### config.mk
export PLATFORM = sky130hd
export DESIGN_NAME = pcc_codec
export DESIGN_NICKNAME = d
export VERILOG_FILES = /design/src/pcc_pkg.sv /design/src/pcc_codec.sv /design/src/pcc_fifo.sv
export SDC_FILE = /design/constraint.sdc
export NUM_CORES = 1
export LEC_CHECK = 0
export BUFFER_PORTS_ARGS = -buffer_cell sky130_fd_sc_hd__buf_4
export CAP_MARGIN = 20
export CORE_MARGIN = 2
export CORE_UTILIZATION = 47
export CTS_CLUSTER_DIAMETER = 50
export DETAILED_ROUTE_END_ITERATION = 16
export MAX_ROUTING_LAYER = met4
export PLACE_DENSITY = 0.71
export REMOVE_ABC_BUFFERS = 1
export SLEW_MARGIN = 10
export SYNTH_ARGS = -nofsm -noshare
export SYNTH_HDL_FRONTEND = slang
export SYNTH_SLANG_ARGS = --single-unit
### constraint.sdc
create_clock -name mclk -period 7.55 [get_ports mclk]
set_input_delay 1.51 -clock mclk [delete_from_list [all_inputs] [get_ports mclk]]
set_output_delay 1.51 -clock mclk [all_outputs]
set_load 0.01 [all_outputs]
### src/pcc_pkg.sv
package pcc_pkg;
  // -------------------------------------------------------------
  // timing and sizes
  // -------------------------------------------------------------
  localparam int CLK_NS = 100;
  localparam int BIT_NS = 500;
  localparam int BIT_CYC = (BIT_NS + CLK_NS - 1) / CLK_NS;
  localparam int PU_FRAMES = 2;
  localparam int CODE_W = 8;
  localparam int LIN_W = 13;
  localparam int FIFO_D = 8;

  // -------------------------------------------------------------
  // code layout and law constants
  // -------------------------------------------------------------
  localparam int SIGN_POS = 7;
  localparam int CHORD_POS = 4;
  localparam int STEP_POS = 0;
  localparam logic [7:0] ALAW_XOR = 8'h55;
  localparam logic [13:0] MU_BIAS_ENC = 14'h0021;
  localparam logic [13:0] MU_CLIP = 14'h1FFF;
  localparam logic [15:0] MU_BIAS_DEC = 16'h0084;
  localparam logic LAW_MU = 1'b1;
  localparam logic [7:0] CODE_RST = 8'hFF;

  typedef struct packed {
    logic valid;
    logic [LIN_W-1:0] sample;
  } pcc_lin_t;

  typedef struct packed {
    logic valid;
    logic [CODE_W-1:0] code;
  } pcc_code_t;

  typedef enum logic [1:0] {PCC_DOWN, PCC_WAKE, PCC_RUN} pcc_pwr_t;
endpackage

### src/pcc_codec.sv
`timescale 1ns/1ps
module pcc_codec (
  // clock and reset
  input wire logic mclk,
  input wire logic arst_n,
  // control pins
  input wire logic law_select_pin,
  input wire logic power_down_input_n,
  input wire logic transmit_frame_sync,
  // linear samples from the converter
  input wire pcc_pkg::pcc_lin_t lin_in,
  output logic lin_in_ready,
  // serial pcm transmit pin
  output logic pcm_transmit_output,
  output logic pcm_transmit_output_oe_n,
  // received codes and expanded samples
  input wire pcc_pkg::pcc_code_t rx_code,
  output pcc_pkg::pcc_lin_t lin_out
);
  import pcc_pkg::*;

  // -------------------------------------------------------------
  // companding functions
  // -------------------------------------------------------------
  // chord search
  function automatic logic [2:0] seg(input logic [7:0] v);
    seg = 3'h0;
    for (int i = 1; i < 8; i++) begin
      if (v[i]) begin
        seg = 3'(i);
      end
    end
  endfunction

  function automatic logic [7:0] enc(input logic [12:0] s, input logic mu);
    logic neg;
    logic [12:0] m;
    logic [13:0] b;
    logic [2:0] ch;
    logic [3:0] st;
    neg = s[12];
    // ones complement keeps the most negative value inside 12 bits
    m = neg ? ~s : s;
    if (mu) begin
      b = {m, 1'b0} + MU_BIAS_ENC;
      if (b > MU_CLIP) begin
        b = MU_CLIP;
      end
      ch = seg(b[12:5]);
      st = 4'(b >> ({1'b0, ch} + 4'h1));
      enc = ~{neg, ch, st};
    end else begin
      ch = seg(m[11:4]);
      st = (ch == 3'h0) ? m[4:1] : 4'(m >> ch);
      enc = {~neg, ch, st} ^ ALAW_XOR;
    end
  endfunction

  function automatic logic [12:0] dec(input logic [7:0] c, input logic mu);
    logic [7:0] x;
    logic [2:0] ch;
    logic [3:0] st;
    logic [15:0] t;
    logic [11:0] mag;
    logic neg;
    x = mu ? ~c : c ^ ALAW_XOR;
    ch = x[CHORD_POS +: 3];
    st = x[STEP_POS +: 4];
    if (mu) begin
      neg = x[SIGN_POS];
      t = (({9'h000, st, 3'b000} + MU_BIAS_DEC) << ch) - MU_BIAS_DEC;
      mag = t[14:3];
    end else begin
      neg = ~x[SIGN_POS];
      t = (ch == 3'h0) ? {11'h000, st, 1'b1}
                       : ({10'h000, 1'b1, st, 1'b1} << (ch - 3'h1));
      mag = t[11:0];
    end
    dec = neg ? 13'(~{1'b0, mag} + 13'h0001) : {1'b0, mag};
  endfunction

  // -------------------------------------------------------------
  // encoder into the transmit fifo
  // -------------------------------------------------------------
  logic mu_sel;
  logic [7:0] enc_code;
  logic f_ready, f_ovalid, f_pop;
  logic [7:0] f_odata;

  assign mu_sel = (law_select_pin == LAW_MU);
  assign enc_code = enc(lin_in.sample, mu_sel);

  // back-pressure reaches the sample source through lin_in_ready
  pcc_fifo #(.W(CODE_W), .D(FIFO_D)) u_fifo (
    .mclk(mclk),
    .arst_n(arst_n),
    .in_valid(lin_in.valid),
    .in_data(enc_code),
    .in_ready(f_ready),
    .out_valid(f_ovalid),
    .out_data(f_odata),
    .out_ready(f_pop)
  );
  assign lin_in_ready = f_ready;

  // -------------------------------------------------------------
  // power-up sequencing
  // -------------------------------------------------------------
  pcc_pwr_t pwr_q, pwr_d;
  logic fs_q, fs_d, fs_rise;
  logic [1:0] pu_cnt_q, pu_cnt_d;

  always_comb begin
    fs_d = transmit_frame_sync;
    fs_rise = transmit_frame_sync & ~fs_q;
    pwr_d = pwr_q;
    pu_cnt_d = pu_cnt_q;
    case (pwr_q)
      PCC_DOWN: begin
        pu_cnt_d = 2'h0;
        if (power_down_input_n) begin
          pwr_d = PCC_WAKE;
        end
      end
      PCC_WAKE: begin
        // count three frame syncs before driving
        if (fs_rise) begin
          pu_cnt_d = 2'(pu_cnt_q + 1'b1);
          if (pu_cnt_q == 2'(PU_FRAMES)) begin
            pwr_d = PCC_RUN;
          end
        end
      end
      PCC_RUN: begin
        pwr_d = PCC_RUN;
      end
      default: begin
        pwr_d = PCC_DOWN;
      end
    endcase
    if (!power_down_input_n) begin
      pwr_d = PCC_DOWN;
    end
  end

  always_ff @(posedge mclk or negedge arst_n) begin
    if (!arst_n) begin
      pwr_q <= PCC_DOWN;
      fs_q <= 1'b0;
      pu_cnt_q <= 2'h0;
    end else begin
      pwr_q <= pwr_d;
      fs_q <= fs_d;
      pu_cnt_q <= pu_cnt_d;
    end
  end

  // -------------------------------------------------------------
  // transmit serializer
  // -------------------------------------------------------------
  logic [7:0] sh_q, sh_d;
  logic [3:0] bits_q, bits_d;
  logic [2:0] div_q, div_d;
  logic bit_en;
  logic dt_q, dt_d, oe_n_q, oe_n_d;

  always_comb begin
    bit_en = (div_q == 3'(BIT_CYC - 1));
    div_d = bit_en ? 3'h0 : 3'(div_q + 1'b1);
    sh_d = sh_q;
    bits_d = bits_q;
    dt_d = dt_q;
    oe_n_d = oe_n_q;
    f_pop = 1'b0;
    // one code leaves per frame sync
    if (fs_rise && pwr_q == PCC_RUN && f_ovalid && bits_q == 4'h0) begin
      f_pop = 1'b1;
      dt_d = f_odata[SIGN_POS];
      sh_d = {f_odata[6:0], 1'b0};
      bits_d = 4'h8;
      oe_n_d = 1'b0;
      div_d = 3'h0;
    end else if (bit_en && bits_q != 4'h0) begin
      bits_d = 4'(bits_q - 1'b1);
      dt_d = sh_q[7];
      sh_d = {sh_q[6:0], 1'b0};
      if (bits_q == 4'h1) begin
        oe_n_d = 1'b1;
      end
    end
    if (pwr_q != PCC_RUN) begin
      oe_n_d = 1'b1;
      bits_d = 4'h0;
    end
  end

  always_ff @(posedge mclk or negedge arst_n) begin
    if (!arst_n) begin
      sh_q <= 8'h00;
      bits_q <= 4'h0;
      div_q <= 3'h0;
      dt_q <= 1'b1;
      oe_n_q <= 1'b1;
    end else begin
      sh_q <= sh_d;
      bits_q <= bits_d;
      div_q <= div_d;
      dt_q <= dt_d;
      oe_n_q <= oe_n_d;
    end
  end

  assign pcm_transmit_output = dt_q;
  assign pcm_transmit_output_oe_n = oe_n_q;

  // -------------------------------------------------------------
  // decoder
  // -------------------------------------------------------------
  pcc_lin_t out_q, out_d;

  always_comb begin
    out_d.valid = rx_code.valid;
    out_d.sample = out_q.sample;
    // expand received code with shared law
    if (rx_code.valid) begin
      out_d.sample = dec(rx_code.code, mu_sel);
    end
  end

  always_ff @(posedge mclk or negedge arst_n) begin
    if (!arst_n) begin
      out_q <= '0;
    end else begin
      out_q <= out_d;
    end
  end

  assign lin_out = out_q;
endmodule // pcc_codec

### src/pcc_fifo.sv
`timescale 1ns/1ps
module pcc_fifo #(
  parameter int W = 8,
  parameter int D = 8
) (
  // clock and reset
  input wire logic mclk,
  input wire logic arst_n,
  // fill side
  input wire logic in_valid,
  input wire logic [W-1:0] in_data,
  output logic in_ready,
  // drain side
  output logic out_valid,
  output logic [W-1:0] out_data,
  input wire logic out_ready
);
  localparam int AW = $clog2(D);
  logic [W-1:0] mem [D];
  logic [AW-1:0] wp_q, wp_d, rp_q, rp_d;
  logic [AW:0] cnt_q, cnt_d;
  logic ov_q, ov_d, ir_q, ir_d;
  logic [W-1:0] od_q, od_d;
  logic push, load;

  // -------------------------------------------------------------
  // next state
  // -------------------------------------------------------------
  always_comb begin
    push = in_valid & ir_q;
    // output register refills whenever it empties or is taken and the memory holds a code
    load = (cnt_q != '0) & (~ov_q | out_ready);
    wp_d = push ? AW'(wp_q + 1'b1) : wp_q;
    rp_d = load ? AW'(rp_q + 1'b1) : rp_q;
    cnt_d = cnt_q;
    if (push & ~load) begin
      cnt_d = (AW+1)'(cnt_q + 1'b1);
    end else if (load & ~push) begin
      cnt_d = (AW+1)'(cnt_q - 1'b1);
    end
    ov_d = load | (ov_q & ~out_ready);
    od_d = load ? mem[rp_q] : od_q;
    ir_d = cnt_d < (AW+1)'(D);
  end

  always_ff @(posedge mclk) begin
    if (push) begin
      mem[wp_q] <= in_data;
    end
  end

  always_ff @(posedge mclk or negedge arst_n) begin
    if (!arst_n) begin
      wp_q <= '0;
      rp_q <= '0;
      cnt_q <= '0;
      ov_q <= 1'b0;
      od_q <= '0;
      ir_q <= 1'b0;
    end else begin
      wp_q <= wp_d;
      rp_q <= rp_d;
      cnt_q <= cnt_d;
      ov_q <= ov_d;
      od_q <= od_d;
      ir_q <= ir_d;
    end
  end

  assign in_ready = ir_q;
  assign out_valid = ov_q;
  assign out_data = od_q;
endmodule // pcc_fifo

# After elaboration in Yosys (flattened, before gate mapping)

Memories as Yosys holds them, arrays and structs flattened. A register that Yosys moved wholly into a read port is not among the register bits.
Cells that the tools add are included.

Eq/ne operators: 9
Multiplexer cells: 52
Reduce and logical (&&, ||, !) cells: 18
Shift-type cells: 4
Order comparisons: 2
$add $sub $neg: 13
Bitwise logic cells: 21

Operator list:

| operator                                                                           | count |
|---|---|
| 3-bit 2-to-1 mux                                                                   | 16 |
| 12-bit 2-to-1 mux                                                                  | 3 |
| 8-bit 2-to-1 mux                                                                   | 4 |
| 14-bit 2-to-1 mux                                                                  | 2 |
| 13-bit 2-to-1 mux                                                                  | 2 |
| 4-bit 2-to-1 mux                                                                   | 6 |
| 8-bit inverter                                                                     | 2 |
| 9-bit by 3-bit left shift with 15-bit output                                       | 1 |
| 15-bit by 8-bit subtractor with 15-bit output (second input constant)              | 1 |
| 14-bit by 6-bit adder with 14-bit output (second input constant)                   | 1 |
| 14-bit by 13-bit greater-than comparator with 1-bit output (second input constant) | 1 |
| 14-bit by 4-bit >> shifter with 4-bit output                                       | 1 |
| 13-bit by 1-bit adder with 13-bit output (second input constant)                   | 1 |
| 1-bit 2-to-1 mux                                                                   | 13 |
| 12-bit inverter with 13-bit output                                                 | 1 |
| 13-bit inverter                                                                    | 1 |
| 13-bit by 3-bit >> shifter with 4-bit output                                       | 1 |
| 6-bit by 3-bit left shift with 12-bit output                                       | 1 |
| 3-bit by 1-bit adder with 3-bit output (second input constant)                     | 3 |
| 7-bit by 8-bit adder with 9-bit output (second input constant)                     | 1 |
| 2-bit 2-to-1 mux                                                                   | 4 |
| 4-bit inverter                                                                     | 2 |
| 4-bit nonzero test                                                                 | 2 |
| 4-bit by 1-bit subtractor with 4-bit output (second input constant)                | 2 |
| 24 further kinds                                                                   | 47 |

Bits of input ports: 28
Memories kept: 1
RAM bits: 64
Register bits after elaboration: 48
Output and inout bits: 17
Word-level logic and storage cells: 135

Memory list:

| name       | words | bits a word | read ports | clocked after Yosys merged registers in | write ports | line           | text |
|---|---|---|---|---|---|---|---|
| u_fifo.mem | 8     | 8           | 1          | 1                                       | 1           | pcc_fifo.sv:19 | `logic [W-1:0] mem [D];` |

# Depth between registers and ports, before layout

Word-level depth: 18
Gate-level depth with buffers: 18
Gate-level depth less buffers: 16

# By module

Synthesis repeated with hierarchy kept, for this count alone.

Cell total of the unflattened synthesis: 798
Area total of the unflattened synthesis: 7,790.0 um^2

By module, submodules not included:

| module    | seq. area each (um^2) | cells an instance | area each (um^2) | instances |
|---|---|---|---|---|
| pcc_codec | 878.3                 | 572               | 4,276.6          | 1 |
| pcc_fifo  | 2,422.3               | 226               | 3,513.4          | 1 |

# Worst setup path before layout

OpenSTA, ideal clock, no wires.

Path type: input -> register
Start: input lin_in[12] in the netlist's numbering
End: memory u_fifo.mem[0][1], data pin
Setup slack: 2.891 ns
Buffers on the path: 3
Required time: 7.326 ns
Stages: 14
Setup time: 0.224 ns
Arrival: 4.435 ns
Cell sequence: buf_2 > buf_1 > xor2_1 > ha_1 > a21oi_1 > or2_2 > o211ai_1 > o21ai_0 > a211o_1 > buf_2 > o221ai_1 > nand2_1 > a21o_1 > a21oi_1

Word-level cells in the longest chain between the ends: 18
Elaborated cells between the ends (all ways): 29
Classes of those cells: add/sub: 2; order compare: 1; shift: 2; mux: 21; bitwise: 2; reduce/logical: 1

Ends and longest elaborated chain:

| what                                                       | line            | text |
|---|---|---|
| start, declared                                            | pcc_codec.sv:11 | `input wire pcc_pkg::pcc_lin_t lin_in,` |
| 13-bit inverter                                            | pcc_codec.sv:43 | `m = neg ? ~s : s;` |
| 13-bit 2-to-1 mux *                                        | pcc_codec.sv:43 |  |
| 14-bit by 6-bit adder with 14-bit output                   | pcc_codec.sv:45 | `b = {m, 1'b0} + MU_BIAS_ENC;` |
| 14-bit by 13-bit greater-than comparator with 1-bit output | pcc_codec.sv:46 | `if (b > MU_CLIP) begin` |
| 14-bit 2-to-1 mux                                          | pcc_codec.sv:46 |  |
| 14-bit 2-to-1 mux                                          | pcc_codec.sv:44 | `if (mu) begin` |
| 1-bit 2-to-1 mux                                           | pcc_codec.sv:29 | `if (v[i]) begin` |
| 3-bit 2-to-1 mux (6 in a row)                              | pcc_codec.sv:29 |  |
| 3-bit 2-to-1 mux                                           | pcc_codec.sv:44 |  |
| 3-bit by 1-bit adder with 4-bit output                     | pcc_codec.sv:50 | `st = 4'(b >> ({1'b0, ch} + 4'h1));` |
| 14-bit by 4-bit >> shifter with 4-bit output               | pcc_codec.sv:50 |  |
| 8-bit inverter                                             | pcc_codec.sv:51 | `enc = ~{neg, ch, st};` |
| 8-bit 2-to-1 mux *                                         | pcc_codec.sv:44 |  |
| via enc_code[1]                                            | pcc_codec.sv:86 | `logic [7:0] enc_code;` |
| end, declared                                              | pcc_fifo.sv:19  |  |

The timed path passes the listed nets; every way through them passes the cells marked *. The select of a mux whose other input is x is not followed.

# Worst setup path in the final report

Start: input law_select_pin
End: register out_q (netlist bit lin_out[8])

Word-level cells in the longest chain between the ends: 9
Elaborated cells between the ends (all ways): 16
Classes of those cells: add/sub: 4; shift: 2; mux: 7; bitwise: 2; reduce/logical: 1

Ends and longest elaborated chain:

| what                                                                                                                | line                             | text |
|---|---|---|
| start, declared                                                                                                     | pcc_codec.sv:7                   | `input wire logic law_select_pin,` |
| 8-bit 2-to-1 mux                                                                                                    | pcc_codec.sv:66                  | `x = mu ? ~c : c ^ ALAW_XOR;` |
| 7-bit by 8-bit adder with 9-bit output / 3-bit by 1-bit subtractor with 3-bit output (equally long branches)        | pcc_codec.sv:71, pcc_codec.sv:76 |  |
| 9-bit by 3-bit left shift with 15-bit output / 6-bit by 3-bit left shift with 12-bit output (equally long branches) | pcc_codec.sv:71, pcc_codec.sv:76 |  |
| 15-bit by 8-bit subtractor with 15-bit output / 12-bit 2-to-1 mux (equally long branches)                           | pcc_codec.sv:71, pcc_codec.sv:75 |  |
| 12-bit 2-to-1 mux                                                                                                   | pcc_codec.sv:69                  | `if (mu) begin` |
| 12-bit 2-to-1 mux                                                                                                   | pcc_codec.sv:225                 | `if (rx_code.valid) begin` |
| 12-bit inverter with 13-bit output                                                                                  | pcc_codec.sv:79                  | `dec = neg ? 13'(~{1'b0, mag} + 13'h0001) : {1'b0, mag};` |
| 13-bit by 1-bit adder with 13-bit output                                                                            | pcc_codec.sv:79                  |  |
| 13-bit 2-to-1 mux *                                                                                                 | pcc_codec.sv:79                  |  |
| end signal, assigned                                                                                                | pcc_codec.sv:234                 | `out_q <= out_d;` |
| end, declared                                                                                                       | pcc_codec.sv:219                 | `pcc_lin_t out_q, out_d;` |

Every way passes the cells marked *; elsewhere a longest branch is shown, timed or not. The select of a mux whose other input is x is not followed.
A chain may end at the register's enable or synchronous reset.

==> reports/metrics.yaml <==
via_per_inst: 5.826
p_leak_uw: 0.003457
slew_violations: 0
post_cts.repair.setup_buffers: 0
clock_skew_ns: 0.007749
clk_latency_ns: 0.41
vias: 6082
ys_seq_area_share_pct: 41.43
root_buffer: "clkbuf_16"
cp_max_fo: 54
hold_violations: 0
drtPass1Iterations: 5
r2r_slack_ns: 4.60
reg2reg_from: "pwr_q[0]$_DFFE_PN0P_"
cts.clk_slew.worst_paths_ns: 0.05
synth_edf_count: 64
reg2reg_to: "u_fifo.in_ready$_DFF_PN0_"
rsz0062_at_grt: "no"
use_met2_pct: 32.82
fmax_mhz: 213.6
slowest_delay_ns: 0.43
endpoint_kind: "register"
antenna_cells: 0
gp_congestion: 0.9331
post-route-util_pct: 54.11
hp-class: "reg2reg"
grt-ovfl-total: 0
setup_violations: 0
max-cap-violations: 0
final_antenna_net_count: 0
rows: 47
synthArstFlopShare_pct: 46.22
startpoint_type: "primary input"
drtIter0Drc: 501
yosys_warnings: 0
synth.distinct_cells: 91
reg2regPathDepth: 12
first_global_vias: 5664
crit_type: "in2reg"
htree_levels: 4
cts_sinks: 119
min_path_cells: 2
synth_most_common_cell: "nand2_1"
ir_drop_mv: 0.2026
status: "finished, final reports clean"
period_needed_ns: 4.681
crit_required_ns: 7.84
synth_area_leaders: "edfxtp_1 24%, dfrtp_1 17%, mux2i_1 5.2%"
tightest_slew_ns: 0.9658
syn_avg_cell_area_um2: 9.997
synthCells: 797
core_mm2: 0.01658
fp.dieH_um: 134.2
antenna_found_initial: 0
avgRoutedWirePerCell_um: 16.78
place_hpwl_mm: 12.14
grt_usage_pct: 20.43
use_met1_pct: 27.32
die-width_um: 134.2
grt_max_degree: 56
ys_seq_elements: 119
cp.arrival_ns: 4.97
ios: 45
cts_resized: 0
finalCritPeriodShare_pct: 62.00
wl_mm: 17.52
power_density_mw_per_mm2: 270.7
worstHoldEndpoint: "sh_q[5]$_DFFE_PN0P_"
synth_common_cells: "71 x nand2_1, 64 x edfxtp_1, 63 x nor2_1"
grt_pass1_wl_mm: 28.68
synth_area_leader_cell: "edfxtp_1"
maxSlewHeadroom_pct: 35.38
crit_path_frequent_cell: "ha_1"
area_growth_pct: 12.63
hold_buffers: 0
busiest_layer: "met2"
syn-cell-area_mm2: 0.007968
drc_errors: 0
cts_buffers: 17
die_area_mm2: 0.01801
holdCritStartpoint: "u_fifo.out_data[4]$_DFFE_PN0P_"
ys.flop_type: "edfxtp_1"
nets: 865
fin_setup_tns_ns: 0
io_buffers: 44
cts_buffer_depth: 2
slowest_stage: "a211oi_1"
grt_use_met3_pct: 2.872
crit_chain: "buf_4 > xor2_2 > inv_2 > ha_1 > ha_1 > inv_1 > ha_1 > inv_1 > o21a_1 > o32ai_4 > xor2_1 > a211oi_1 > a41oi_2 > xnor2_1 > mux2_4"
layout-drive-gt1-share_pct: 16.75
start_util_pct: 48.05
yosys.area.top_type_share_pct: 24.12
cts_tree: "yes"
stage by stage:
stage / std cells / power (uW) / setup slack (ns) / area (um^2) / hold WS [ns]
2_1_floorplan: 742 / 1399 / 3.296 / 7702 / 0.4505
3_3_place_gp: 1011 / 1598 / 2.590 / 8357 / 0.4620
3_5_place_dp: 1012 / 1618 / 2.510 / 8364 / 0.4665
4_1_cts: 1043 / 2433 / 2.902 / 8959 / 0.4778
5_1_grt: 1044 / 2568 / 2.596 / 8974 / 0.4928
6_report: 1044 / 2429 / 2.869 / 8974 / 0.4775
critical path: cells and delay by family:
kind / cells / cell delay, ns
AO/OA/AOI/OAI: 4 / 1.02
adder cells (fa/ha/maj): 3 / 0.78
buffers and inverters: 4 / 0.77
XOR/XNOR: 3 / 0.57
multiplexers: 1 / 0.26
layout make-up:
| cell class | instances | area (um^2) |
|---|---|---|
| inverters | 40 | 150.1 |
| repair buffers | 51 | 390.4 |
| multi-input cells | 583 | 4263 |
| well taps | 220 | 275.3 |
| clock buffers | 21 | 440.4 |
| flip-flops and latches | 119 | 3301 |
| clock inverters | 10 | 153.9 |
| fillers | 1476 | 7610 |
worst max path at each step:
stage	endpoint	slack, ns	depth (start not counted)	start
after global placement	lin_out[8]$_DFFE_PN0P_	2.59	15	law_select_pin
after floorplan	lin_out[8]$_DFFE_PN0P_	3.30	14	law_select_pin
after detailed placement	u_fifo.mem[5][1]$_DFFE_PP_	2.51	13	lin_in[12]
final	lin_out[8]$_DFFE_PN0P_	2.87	15	law_select_pin
after global routing	u_fifo.mem[2][1]$_DFFE_PP_	2.60	13	lin_in[12]
after CTS	u_fifo.mem[2][1]$_DFFE_PP_	2.90	13	lin_in[12]
power breakdown:
group	switching [uW]	internal [uW]	total (uW)
Clock	261	546	807
Combinational	364	332	696
Sequential	115	811	926
flip-flops by register name, indices dropped and copies added (netlist names), 2 cells and up:
| name | count |
|---|---|
| bits_q | 4 |
| div_q | 3 |
| lin_out | 14 |
| pu_cnt_q | 2 |
| pwr_q | 2 |
| sh_q | 7 |
| u_fifo.cnt_q | 4 |
| u_fifo.mem | 64 |
| u_fifo.out_data | 8 |
| u_fifo.rp_q | 3 |
| u_fifo.wp_q | 3 |
routing by layer:
metal	vias to the layer above	part of all wire, %
met1	2881	45
met5	-	0
met3	18	4.7
met2	201	49
met4	0	1.3
li1	2982	-
kinds of logic (layout without fill, tap and decap cells):
family          Yosys count  in the layout  share of synthesized area, %
simple gates            258            258                         16.32
flops                   119            119                         41.43
fa+ha+maj                25             25                         3.926
compound gates          204            204                         18.53
xor+xnor                 28             28                         3.172
buf+inv                  95            122                         5.213
mux                      68             68                         11.42
cells in the final DEF, fill, tap and decap left out, types with 7 or more instances in the layout:
cell type  instances
a211o_1            9
o21ai_0           30
and2_1             8
nand2_1           71
nand2b_1          13
buf_4             50
nand3_1           21
edfxtp_1          64
ha_1              25
a31oi_1           11
mux4_2            17
a21oi_1           50
xor2_1             7
clkbuf_16         17
xnor2_1           20
mux2_2             9
inv_1             37
a211oi_1          13
nor2_1            63
mux2i_1           41
nor2b_1           12
and3_1             9
dfrtp_1           53
nor3_1            11
Power figures use the tool's default switching activity.
